[src/atcp_pkg.sv]
// Constants and types for the asynchronous timer clock block.
// Assumes a 32-bit classic Wishbone slave port and a 10 MHz clk.
package atcp_pkg;
    // Register byte offsets
    localparam logic [7:0] OFS_COUNTER = 8'h00;
    localparam logic [7:0] OFS_COMPARE = 8'h04;
    localparam logic [7:0] OFS_CONTROL = 8'h08;
    localparam logic [7:0] OFS_STATUS  = 8'h0c;
    localparam logic [7:0] OFS_GENERAL = 8'h10;
    localparam logic [7:0] OFS_FLAGS   = 8'h14;
    localparam logic [7:0] OFS_ENABLE  = 8'h18;

    // Holding register index, equal to its busy bit in status
    localparam int HOLD_CTRL = 0;
    localparam int HOLD_CMP  = 1;
    localparam int HOLD_CNT  = 2;
    localparam int ST_ASYNC  = 3;
    localparam int ST_EXT    = 4;

    localparam int GEN_PSR  = 0;
    localparam int FLG_OVF  = 0;
    localparam int FLG_CMP  = 1;
    localparam int CTL_CS   = 0;
    localparam int CTL_COM  = 4;

    localparam logic [7:0] RST_REG8 = 8'h00;
    localparam logic [7:0] CNT_MAX  = 8'hff;

    // Oscillator edges before a held value lands
    localparam logic [1:0] XFER_EDGES = 2'd2;
    // Processor cycles of interrupt flag synchronisation
    localparam int FLAG_SYNC_CYCLES = 3;

    localparam int PSC_W = 10;
    localparam int DIV_8    = 8;
    localparam int DIV_32   = 32;
    localparam int DIV_64   = 64;
    localparam int DIV_128  = 128;
    localparam int DIV_256  = 256;
    localparam int DIV_1024 = 1024;

    typedef enum logic [2:0] {
        CS_STOP, CS_DIV1, CS_DIV8, CS_DIV32,
        CS_DIV64, CS_DIV128, CS_DIV256, CS_DIV1024
    } atcp_clksel_t;

    typedef enum logic [2:0] {
        SLP_ACTIVE, SLP_IDLE, SLP_ADC_NR,
        SLP_POWER_DOWN, SLP_POWER_SAVE, SLP_STANDBY
    } atcp_sleep_t;

    typedef struct packed {
        logic ext_clock_select;
        logic async_select;
        logic counter_update_busy;
        logic compare_update_busy;
        logic control_update_busy;
    } atcp_status_t;
endpackage

[src/atcp_prescaler.sv]
// Timer prescaler: divides source ticks into the selected count rate.
// Assumes src_tick is a one-cycle enable in the clk domain.
`timescale 1ns/1ps
module atcp_prescaler (
    input  wire logic                  clk,
    input  wire logic                  resetn,
    input  wire logic                  src_tick,
    input  wire logic                  clear,
    input  wire atcp_pkg::atcp_clksel_t sel,
    output logic                       tick
);
    import atcp_pkg::*;

    logic [PSC_W-1:0] count;

    function automatic logic [PSC_W-1:0] div_mask(input atcp_clksel_t s);
        unique case (s)
            CS_DIV8:    div_mask = PSC_W'(DIV_8 - 1);
            CS_DIV32:   div_mask = PSC_W'(DIV_32 - 1);
            CS_DIV64:   div_mask = PSC_W'(DIV_64 - 1);
            CS_DIV128:  div_mask = PSC_W'(DIV_128 - 1);
            CS_DIV256:  div_mask = PSC_W'(DIV_256 - 1);
            CS_DIV1024: div_mask = PSC_W'(DIV_1024 - 1);
            CS_STOP,
            CS_DIV1:    div_mask = '0;
        endcase
    endfunction

    always_ff @(posedge clk) begin
        if (!resetn || clear) begin
            count <= '0;
        end else if (src_tick) begin
            count <= count + 1'b1;
        end
    end

    // Stop, undivided, or one tick per full divider period
    always_comb begin
        if (sel == CS_STOP) begin
            tick = 1'b0;
        end else begin
            tick = src_tick && ((count & div_mask(sel)) == div_mask(sel));
        end
    end
endmodule

[src/atcp_timer.sv]
// Asynchronous timer with write holding registers and prescaler.
// Assumes a classic Wishbone master and osc_in_pin from outside clk.
// Operation
// - Async writes land after two oscillator edges
// - Each synced register has own holding register
// - Busy flags show pending transfers
// - Compare match suppressed while compare or counter writes pending
// - Wake logic needs one oscillator cycle reset
// - Wake-up starts on next timer cycle
// - Counter read via shadow refreshed per edge
// - Flag sync takes three cycles plus tick
// - Compare output changes on timer clock
// - Source clock io, oscillator when async
// - Async releases oscillator pins from port
// - Prescaler offers stop, 1 and dividers
// - Prescaler reset bit clears prescaler
// - Oscillator runs only when async, except in power-down, standby
`timescale 1ns/1ps
module atcp_timer (
    input  wire logic                 clk,
    input  wire logic                 resetn,
    input  wire logic                 wb_cyc_i,
    input  wire logic                 wb_stb_i,
    input  wire logic                 wb_we_i,
    input  wire logic [7:0]           wb_adr_i,
    input  wire logic [3:0]           wb_sel_i,
    input  wire logic [31:0]          wb_dat_i,
    output logic      [31:0]          wb_dat_o,
    output logic                      wb_ack_o,
    input  wire logic                 osc_in_pin,
    input  wire atcp_pkg::atcp_sleep_t sleep_mode,
    output logic                      compare_out_pin,
    output logic                      wake_req,
    output logic                      osc_enable,
    output logic                      osc_drive_en,
    output logic                      port_release
);
    import atcp_pkg::*;

    logic       osc_meta;
    logic       osc_sync;
    logic       osc_prev;
    logic       osc_rise;
    logic       async_select;
    logic       ext_clock_select;
    logic       psc_clear;
    logic       src_tick;
    logic       tick;
    logic       req;
    logic       wr_lane;
    logic [2:0] wr;
    logic [2:0] busy;
    logic [2:0] xfer;
    logic [7:0] hold [3];
    logic [1:0] edges [3];
    logic [7:0] timer_control;
    logic [7:0] compare_value;
    logic [7:0] counter_value;
    logic [7:0] counter_shadow;
    logic       block_next;
    logic       match_now;
    logic       ovf_now;
    logic [1:0] flags;
    logic [1:0] irq_en;
    logic [1:0] pipe0;
    logic [1:0] pipe1;
    logic [1:0] ev;
    logic       io_stopped;
    logic       wake_sleep;
    logic       wake_pending;
    logic       wake_armed;
    logic       wake_rearm;
    atcp_status_t status;

    function automatic logic hit(input logic [7:0] adr, input logic [7:0] ofs);
        hit = (adr[7:2] == ofs[7:2]);
    endfunction

    // Oscillator pin synchroniser and edge detect
    always_ff @(posedge clk) begin
        if (!resetn) begin
            osc_meta <= 1'b0;
            osc_sync <= 1'b0;
            osc_prev <= 1'b0;
        end else begin
            osc_meta <= osc_in_pin;
            osc_sync <= osc_meta;
            osc_prev <= osc_sync;
        end
    end

    assign osc_rise = osc_sync && !osc_prev;
    assign src_tick = async_select ? osc_rise : 1'b1;

    // Wishbone slave, one wait state
    assign req     = wb_cyc_i && wb_stb_i && !wb_ack_o;
    assign wr_lane = req && wb_we_i && wb_sel_i[0];

    always_comb begin
        wr[HOLD_CTRL] = wr_lane && hit(wb_adr_i, OFS_CONTROL);
        wr[HOLD_CMP]  = wr_lane && hit(wb_adr_i, OFS_COMPARE);
        wr[HOLD_CNT]  = wr_lane && hit(wb_adr_i, OFS_COUNTER);
    end

    always_ff @(posedge clk) begin
        if (!resetn) begin
            wb_ack_o <= 1'b0;
        end else begin
            wb_ack_o <= req;
        end
    end

    always_comb begin
        status.ext_clock_select    = ext_clock_select;
        status.async_select        = async_select;
        status.counter_update_busy = busy[HOLD_CNT];
        status.compare_update_busy = busy[HOLD_CMP];
        status.control_update_busy = busy[HOLD_CTRL];
    end

    always_ff @(posedge clk) begin
        if (!resetn) begin
            wb_dat_o <= '0;
        end else if (req && !wb_we_i) begin
            wb_dat_o <= '0;
            if (hit(wb_adr_i, OFS_COUNTER)) begin
                wb_dat_o[7:0] <= counter_shadow;
            end else if (hit(wb_adr_i, OFS_COMPARE)) begin
                wb_dat_o[7:0] <= compare_value;
            end else if (hit(wb_adr_i, OFS_CONTROL)) begin
                wb_dat_o[7:0] <= timer_control;
            end else if (hit(wb_adr_i, OFS_STATUS)) begin
                wb_dat_o[4:0] <= status;
            end else if (hit(wb_adr_i, OFS_FLAGS)) begin
                wb_dat_o[1:0] <= flags;
            end else if (hit(wb_adr_i, OFS_ENABLE)) begin
                wb_dat_o[1:0] <= irq_en;
            end
        end
    end

    // Clock source selection bits, written directly
    always_ff @(posedge clk) begin
        if (!resetn) begin
            async_select     <= 1'b0;
            ext_clock_select <= 1'b0;
        end else if (wr_lane && hit(wb_adr_i, OFS_STATUS)) begin
            async_select     <= wb_dat_i[ST_ASYNC];
            ext_clock_select <= wb_dat_i[ST_EXT];
        end
    end

    always_ff @(posedge clk) begin
        if (!resetn) begin
            irq_en <= '0;
        end else if (wr_lane && hit(wb_adr_i, OFS_ENABLE)) begin
            irq_en <= wb_dat_i[1:0];
        end
    end

    // Prescaler reset is a self-clearing strobe
    always_ff @(posedge clk) begin
        if (!resetn) begin
            psc_clear <= 1'b0;
        end else begin
            psc_clear <= wr_lane && hit(wb_adr_i, OFS_GENERAL) && wb_dat_i[GEN_PSR];
        end
    end

    atcp_prescaler u_psc (
        .clk      (clk),
        .resetn   (resetn),
        .src_tick (src_tick),
        .clear    (psc_clear),
        .sel      (atcp_clksel_t'(timer_control[CTL_CS +: 3])),
        .tick     (tick)
    );

    // Independent holding registers with transfer on second edge when async, next cycle otherwise
    for (genvar i = 0; i < 3; i++) begin : g_hold
        assign xfer[i] = busy[i] && (!async_select ||
                         (osc_rise && edges[i] == XFER_EDGES - 2'd1));

        always_ff @(posedge clk) begin
            if (!resetn) begin
                hold[i]  <= RST_REG8;
                busy[i]  <= 1'b0;
                edges[i] <= '0;
            end else if (wr[i]) begin
                hold[i]  <= wb_dat_i[7:0];
                busy[i]  <= 1'b1;
                edges[i] <= '0;
            end else if (xfer[i]) begin
                busy[i]  <= 1'b0;
            end else if (busy[i] && osc_rise) begin
                edges[i] <= edges[i] + 2'd1;
            end
        end
    end

    always_ff @(posedge clk) begin
        if (!resetn) begin
            timer_control <= RST_REG8;
        end else if (xfer[HOLD_CTRL]) begin
            timer_control <= hold[HOLD_CTRL];
        end
    end

    always_ff @(posedge clk) begin
        if (!resetn) begin
            compare_value <= RST_REG8;
        end else if (xfer[HOLD_CMP]) begin
            compare_value <= hold[HOLD_CMP];
        end
    end

    // Counter; a loaded value blocks the next match
    always_ff @(posedge clk) begin
        if (!resetn) begin
            counter_value <= RST_REG8;
            block_next    <= 1'b0;
        end else if (xfer[HOLD_CNT]) begin
            counter_value <= hold[HOLD_CNT];
            block_next    <= 1'b1;
        end else if (tick) begin
            counter_value <= counter_value + 8'h01;
            block_next    <= 1'b0;
        end
    end

    assign match_now = tick && counter_value == compare_value && !block_next &&
                       !busy[HOLD_CMP] && !busy[HOLD_CNT];
    assign ovf_now   = tick && counter_value == CNT_MAX;
    assign ev        = {match_now, ovf_now};

    // Compare output driven straight from the timer tick
    always_ff @(posedge clk) begin
        if (!resetn) begin
            compare_out_pin <= 1'b0;
        end else if (match_now) begin
            unique case (timer_control[CTL_COM +: 2])
                2'h1: compare_out_pin <= !compare_out_pin;
                2'h2: compare_out_pin <= 1'b0;
                2'h3: compare_out_pin <= 1'b1;
                2'h0: compare_out_pin <= compare_out_pin;
            endcase
        end
    end

    // Shadow for counter reads; frozen while io clock is off
    assign io_stopped = sleep_mode inside {SLP_ADC_NR, SLP_POWER_DOWN,
                                           SLP_POWER_SAVE, SLP_STANDBY};

    always_ff @(posedge clk) begin
        if (!resetn) begin
            counter_shadow <= RST_REG8;
        end else if (!io_stopped && (!async_select || osc_rise)) begin
            counter_shadow <= counter_value;
        end
    end

    // Flag synchroniser into processor domain
    always_ff @(posedge clk) begin
        if (!resetn) begin
            pipe0 <= '0;
            pipe1 <= '0;
        end else begin
            pipe0 <= async_select ? ev : 2'b00;
            pipe1 <= pipe0;
        end
    end

    // Write one to clear; a set in the same cycle wins
    always_ff @(posedge clk) begin
        if (!resetn) begin
            flags <= '0;
        end else begin
            for (int k = 0; k < 2; k++) begin
                if ((async_select && pipe1[k]) || (!async_select && ev[k])) begin
                    flags[k] <= 1'b1;
                end else if (wr_lane && hit(wb_adr_i, OFS_FLAGS) && wb_dat_i[k]) begin
                    flags[k] <= 1'b0;
                end
            end
        end
    end

    // Wake-up from timed sleep
    assign wake_sleep = async_select &&
                        (sleep_mode == SLP_POWER_SAVE || sleep_mode == SLP_ADC_NR);

    always_ff @(posedge clk) begin
        if (!resetn) begin
            wake_pending <= 1'b0;
            wake_req     <= 1'b0;
        end else begin
            wake_req <= 1'b0;
            if (wake_pending && osc_rise) begin
                wake_pending <= 1'b0;
                wake_req     <= 1'b1;
            end else if (wake_sleep && wake_armed && |(ev & irq_en)) begin
                wake_pending <= 1'b1;
            end
        end
    end

    // Rearm only after one full oscillator cycle
    always_ff @(posedge clk) begin
        if (!resetn) begin
            wake_armed <= 1'b1;
            wake_rearm <= 1'b0;
        end else if (wake_req) begin
            wake_armed <= 1'b0;
            wake_rearm <= 1'b1;
        end else if (wake_rearm && osc_rise) begin
            wake_armed <= 1'b1;
            wake_rearm <= 1'b0;
        end
    end

    // Oscillator and pin control
    always_ff @(posedge clk) begin
        if (!resetn) begin
            osc_enable   <= 1'b0;
            osc_drive_en <= 1'b0;
            port_release <= 1'b0;
        end else begin
            osc_enable   <= async_select && sleep_mode != SLP_POWER_DOWN &&
                            sleep_mode != SLP_STANDBY;
            osc_drive_en <= async_select && !ext_clock_select &&
                            sleep_mode != SLP_POWER_DOWN && sleep_mode != SLP_STANDBY;
            port_release <= async_select;
        end
    end
endmodule

[config.mk]
export PLATFORM = sky130hd
export DESIGN_NAME = atcp_timer
export DESIGN_NICKNAME = d
export VERILOG_FILES = /design/src/atcp_pkg.sv /design/src/atcp_prescaler.sv /design/src/atcp_timer.sv
export SDC_FILE = /design/constraint.sdc
export NUM_CORES = 1
export LEC_CHECK = 0
export BUFFER_PORTS_ARGS = -buffer_cell sky130_fd_sc_hd__buf_2
export CELL_PAD_IN_SITES_DETAIL_PLACEMENT = 1
export CELL_PAD_IN_SITES_GLOBAL_PLACEMENT = 1
export CORE_ASPECT_RATIO = 1.1
export CORE_MARGIN = 2
export CORE_UTILIZATION = 46
export CTS_CLUSTER_DIAMETER = 200
export DETAILED_ROUTE_END_ITERATION = 6
export GPL_ROUTABILITY_DRIVEN = 0
export GPL_TIMING_DRIVEN = 0
export PLACE_DENSITY = 0.88
export RECOVER_POWER = 25
export SYNTH_ARGS = -nofsm -noshare
export SYNTH_HDL_FRONTEND = slang
export SYNTH_SLANG_ARGS = --single-unit
[constraint.sdc]
create_clock -name clk -period 3.3 [get_ports clk]
set_clock_uncertainty 0.15 [all_clocks]
set_input_delay 0.33 -clock clk [delete_from_list [all_inputs] [get_ports clk]]
set_output_delay 0.33 -clock clk [all_outputs]
set_load 0.005 [all_outputs]
### Yosys cells after proc, flatten, opt, wreduce, memory -nomap -nowiden

Memory sizes are Yosys's and may differ from the RTL's. A register that Yosys moved wholly into a read port is not among the register bits.
Cells that the tools add are included.

* reductions and logical operators: 82
* muxes and demuxes: 66
* eq/ne operators: 21
* order comparisons: 0
* divide/modulo/power cells: 0
* $add $sub $neg: 5
* shift operators: 0
* multiply operators: 0
* bitwise gates (word level): 13

Operators by type and width (number)
* 2-to-1 mux 8 bit: 7
* logical AND 1 bit: 46
* 2-to-1 mux 1 bit: 44
* 2-to-1 mux 10 bit: 2
* == test 6 x 3 -> 1 bit (second input constant): 3
* 2-to-1 mux 2 bit: 9
* nonzero test 2 bit: 7
* zero test 1 bit: 13
* == test 6 x 2 -> 1 bit (second input constant): 2
* adder 10 x 1 -> 10 bit (second input constant): 1
* AND 10 bit: 1
* == test 10 bit: 1
* OR 1 bit: 9
* adder 8 x 1 -> 8 bit (second input constant): 1
* == test 2 x 1 -> 1 bit (second input constant): 4
* == test 8 bit: 1
* == test 8 bit (second input constant): 1
* logical OR 1 bit: 8
* adder 2 x 1 -> 2 bit (second input constant): 3
* == test 3 x 2 -> 1 bit (second input constant): 2
* == test 3 bit (second input constant): 2
* == test 6 x 1 -> 1 bit (second input constant): 1
* zero test 6 bit: 1
* 2-to-1 mux 3 bit: 2
* 12 further kinds: 16

* ROM bits: 160
* output and inout bits: 38
* word-level logic and storage cells: 219
* latch bits: 0
* memories: 4
* flip-flop bits (word level): 61
* bits in writable memories: 30

Memory list
* (name not given): depth 8, bits a word 10, rd ports 1, clocked after memory_dff 0, wr ports 0, line atcp_prescaler.sv:17 `unique case (s)`
* (name not given): depth 8, bits a word 10, rd ports 1, clocked after memory_dff 0, wr ports 0, line atcp_prescaler.sv:17
* hold: depth 3, bits a word 8, rd ports 3, clocked after memory_dff 2, wr ports 3, line atcp_timer.sv:54 `logic [7:0] hold [3];`
* edges: depth 3, bits a word 2, rd ports 3, clocked after memory_dff 0, wr ports 3, line atcp_timer.sv:55 `logic [1:0] edges [3];`

### Longest topological paths before layout

* depth in word-level cells: 13
* depth in mapped cells: 8

### Hierarchy

A second synthesis with hierarchy kept.

* cell total of the unflattened synthesis: 477
* area, all modules: 4931.0 µm²

By module, submodules not included
* atcp_timer: cells each 420, seq. area each 2242.2 µm², instances 1, area an instance 4418.0 µm²
* atcp_prescaler: cells each 57, seq. area each 200.2 µm², instances 1, area an instance 513.0 µm²

### Least setup slack after synthesis

OpenSTA, ideal clock, no wires.

* path type: input -> register
* from: input port wb_adr_i[7]
* to: memory edges[2][0], enable pin
* buffers on the path: 0
* path slack: 1.267 ns
* data arrival time: 1.568 ns
* data required time: 2.835 ns
* stages: 5
* path through: or3_1 > nor4_4 > nand2_1 > nand2_1 > o21bai_1

RTL lines
* start: declaration: line atcp_timer.sv:25 `input wire logic [7:0] wb_adr_i,`
* end: declaration: line atcp_timer.sv:55

### Worst setup path in the final report

* from: register osc_prev
* to: register counter_value[2]

* longest elaborated chain between the ends: 6

Ends and longest elaborated chain
* start: declaration: line atcp_timer.sv:42 `logic osc_prev;`
* start signal: assignment: line atcp_timer.sv:88 `osc_prev <= osc_sync;`
* zero test 1 bit *: line atcp_timer.sv:92 `assign osc_rise = osc_sync && !osc_prev;`
* logical AND 1 bit *: line atcp_timer.sv:92
* 2-to-1 mux 1 bit or logical AND 1 bit (tied branches): line atcp_timer.sv:93, atcp_timer.sv:182
* logical AND 1 bit or logical OR 1 bit (tied branches): line atcp_prescaler.sv:42, atcp_timer.sv:181
* 2-to-1 mux 1 bit or logical AND 1 bit (tied branches): line atcp_prescaler.sv:39, atcp_timer.sv:181
* nonzero test 2 bit (no line) or 2-to-1 mux 8 bit (tied branches)
* end signal: assignment: line atcp_timer.sv:223 `counter_value <= hold[HOLD_CNT];`
* end signal: assignment: line atcp_timer.sv:226 `counter_value <= counter_value + 8'h01;`
* end: declaration: line atcp_timer.sv:58 `logic [7:0] counter_value;`

Every way passes the cells marked *; elsewhere a longest branch is shown, timed or not.
A chain may end at the register's enable or synchronous reset.

==> metrics <==
Vias/cell=5.71; CTS tree=yes; final wirelength=14,300 um; Max Clock Freq=413 MHz; chip height=roughly 110 um; post-synth top area share=31.6%; Static Leak=approximately 2.2 nW; Setup TNS Final=0 ns; Remaining Overflow, GRT=0; Nets=614; setup slack, reg-to-reg=0.88 ns; clock sinks=107; wire length of the first global-routing pass=~22,000 um; Setup violations, final=0; flip-flop and latch area=2440 sq um; crit path time final=between 2 and 2.5 ns; Layout area overhead=15.1%; initial core utilization=47.2%; post-CTS resize count=0; pin slew with the least headroom to its limit=0.775 ns; share of cells above drive strength 1=16.4%; Longest Clk Path Bufs=2; synth cell count leaders=dfxtp_1, nor2_1, edfxtp_1, mux2i_1, buf_4; placed instance count=around 690; Hold Crit Class=in2reg; met3 Resource Use GR=~5.0%; max-cap viol count=0; initial antenna violation count=0; routed len/inst=20.3 um; Seq/Total Area, Yosys=50.0%; synth unique cells=57; Crit Path Class=reg2reg; Post-DRT Antenna Nets=0; CORE AREA=10,300 sq um; Buffers on Ports=37; 1st-iter DRT viols=271; Clock Latency Late Sink=0.36 ns; post-CTS setup buffer count=0; non-filler cells, final=704; crit start category=flip-flop; largest cells by area after synthesis=dfxtp_1, edfxtp_1, mux2i_1; CTS Root Cell=clkbuf_16; Synth Instances=485; fin. max-slew vios=0; IO Pins=91; vias post-DR=4,020; Critical Path End=counter_value[2]$_SDFFE_PN0P_; Ant. Diodes=0; FP Rows=39; Pwr Density=469 nW/um^2; area of the multi-input gates=between 2000 and 2500 sq um; dominant synthesized flop cell=dfxtp_1; Hold-fix buffers, CTS=0; most frequent cell after synthesis=dfxtp_1; flop and latch count out of synthesis=107; met1 Use GR=31.0%; Tcrit/Tclk final=73.5%; grt met2 use=42.5%; RSZ-0062 raised after global routing=false; H-tree levels=3; critical path capture point type=flip-flop; Worst Setup SP=osc_prev$_SDFF_PN0_; largest net degree at the start of global routing=19; Final Hold Viols=0; Syn Area/Cell=10.1 sq um; Synth area leader=dfxtp_1; RR Startpoint=osc_prev$_SDFF_PN0_; status=completed; reg-to-reg endpoint=counter_value[2]$_SDFFE_PN0P_; synthesized area=4880 sq um; Async SR Flop Fraction=0%; vias in the first global route=4,084; layer carrying the most global-route usage=met2; Detailed Routing Iterations Pass 1=5; YS warnings=0; post-DP HPWL=10,100 um; Hold Path Cell Cnt=2; Die ar.=11,500 sq um; relative slew slack=between 40% and 50%; Hold Path Origin=osc_in_pin; Fillers=around 1,200; # DRC=0; total power=approximately 2.6 mW; Arrival @ worst endpoint=about 2.6 ns; Tot GR Track Use=roughly 26%; CTS Buf Count=9; Worst Path Max Fanout=10; Peak supply drop=280 uV; CP required=about 3.4 ns; FF-to-FF path depth=7; EDFF count, synth=30; Worst-path clk slew=0.08 ns; die width=102 um
==> cell families (layout without fill, tap and decap cells) <==
logic type / count (synthesis) / after routing / synth area share (%)
DFF: 107 / 107 / 50.0
and+or+nand+nor: 184 / 184 / 19.9
xor gates and xnor gates: 18 / 18 / 3.23
AOI/OAI and AO/OA: 73 / 73 / 9.69
muxes: 35 / 35 / 8.46
other: 1 / 24 / 0.0768
buffers and inverters: 62 / 115 / 7.33
adders and majority gates: 5 / 5 / 1.28
==> sequential cells by signal (all words and copies together), names as in the netlist, 3 cells and up <==
signal / flops
hold: 24
compare_value: 8
counter_value: 8
wb_dat_o: 8
busy: 3
counter_shadow: 8
edges: 6
timer_control: 8
u_psc.count: 10
==> cells in the final DEF, fill, tap and decap left out, drive strengths merged, types with 5 or more instances in the layout <==
master	netlist	final
mux2i	30	30
and3	19	19
or4	6	6
edfxtp	30	30
a22oi	8	8
o21ai	21	21
buf	34	61
dfxtp	77	77
o31ai	5	5
ha	5	5
nand2	24	24
a21oi	16	16
conb	1	24
nand3	19	19
and2	15	15
inv	11	12
a31oi	9	9
nor4	9	9
xor2	8	8
mux4	5	5
xnor2	10	10
nand4	9	9
clkbuf	16	38
nor2	59	59
==> routing by layer <==
metal	wire length (um)	share of wire (%)
met1	5880	41
met5	0	0
met2	6940	49
met4	639	4.5
met3	829	5.8
==> worst min-delay path by stage <==
stage / endpoint / slack (ns)
after global placement: osc_sync$_SDFF_PN0_ / 0.27
final: osc_meta$_SDFF_PN0_ / 0.03
after CTS: osc_meta$_SDFF_PN0_ / 0.03
after global routing: osc_meta$_SDFF_PN0_ / 0.04
after detailed placement: pipe1[1]$_SDFF_PN0_ / 0.28
after floorplan: osc_drive_en$_SDFF_PN0_ / 0.26
==> per-stage QoR <==
stage                     hold slack [ns]  worst slack (ns)  util [%]  cell area (sq um)
after global routing               0.0389             0.682      54.3               5620
final                              0.0282             0.876      54.3               5620
after detailed placement            0.280             0.787      51.5               5330
after global placement              0.267             0.896      51.5               5330
after floorplan                     0.258              1.27         -               4970
after CTS                          0.0256             0.993      54.5               5640
==> worst max-delay path, stage by stage, from the launching register on <==
cell	delay, ns
dfxtp_1	0.31
nand2b_1	0.14
clkbuf_1	0.25
nand2_1	0.33
nand3_1	0.27
buf_2	0.26
or4_1	0.44
a31oi_1	0.21
==> report_power, final <==
| group | total [mW] | switching, mW | internal [mW] |
|---|---|---|---|
| clock network | 1.12 | 0.510 | 0.607 |
| logic | 0.143 | 0.0906 | 0.0527 |
| registers | 1.38 | 0.0116 | 1.37 |
| total | 2.64 | 0.612 | 2.03 |
==> area by class of cell <==
| cell class | instances | share of cell area (%) |
|---|---|---|
| clock buffers | 12 | 4.96 |
| flip-flops and latches | 107 | 43.5 |
| plain buffers | 51 | 5.61 |
| inverters | 11 | 0.735 |
| clock inverters | 4 | 0.534 |
| repair buffers | 37 | 3.12 |
| multi-input cells | 339 | 38.4 |
| well taps | 143 | 3.18 |
No activity file was read; power rests on OpenSTA's default activity.
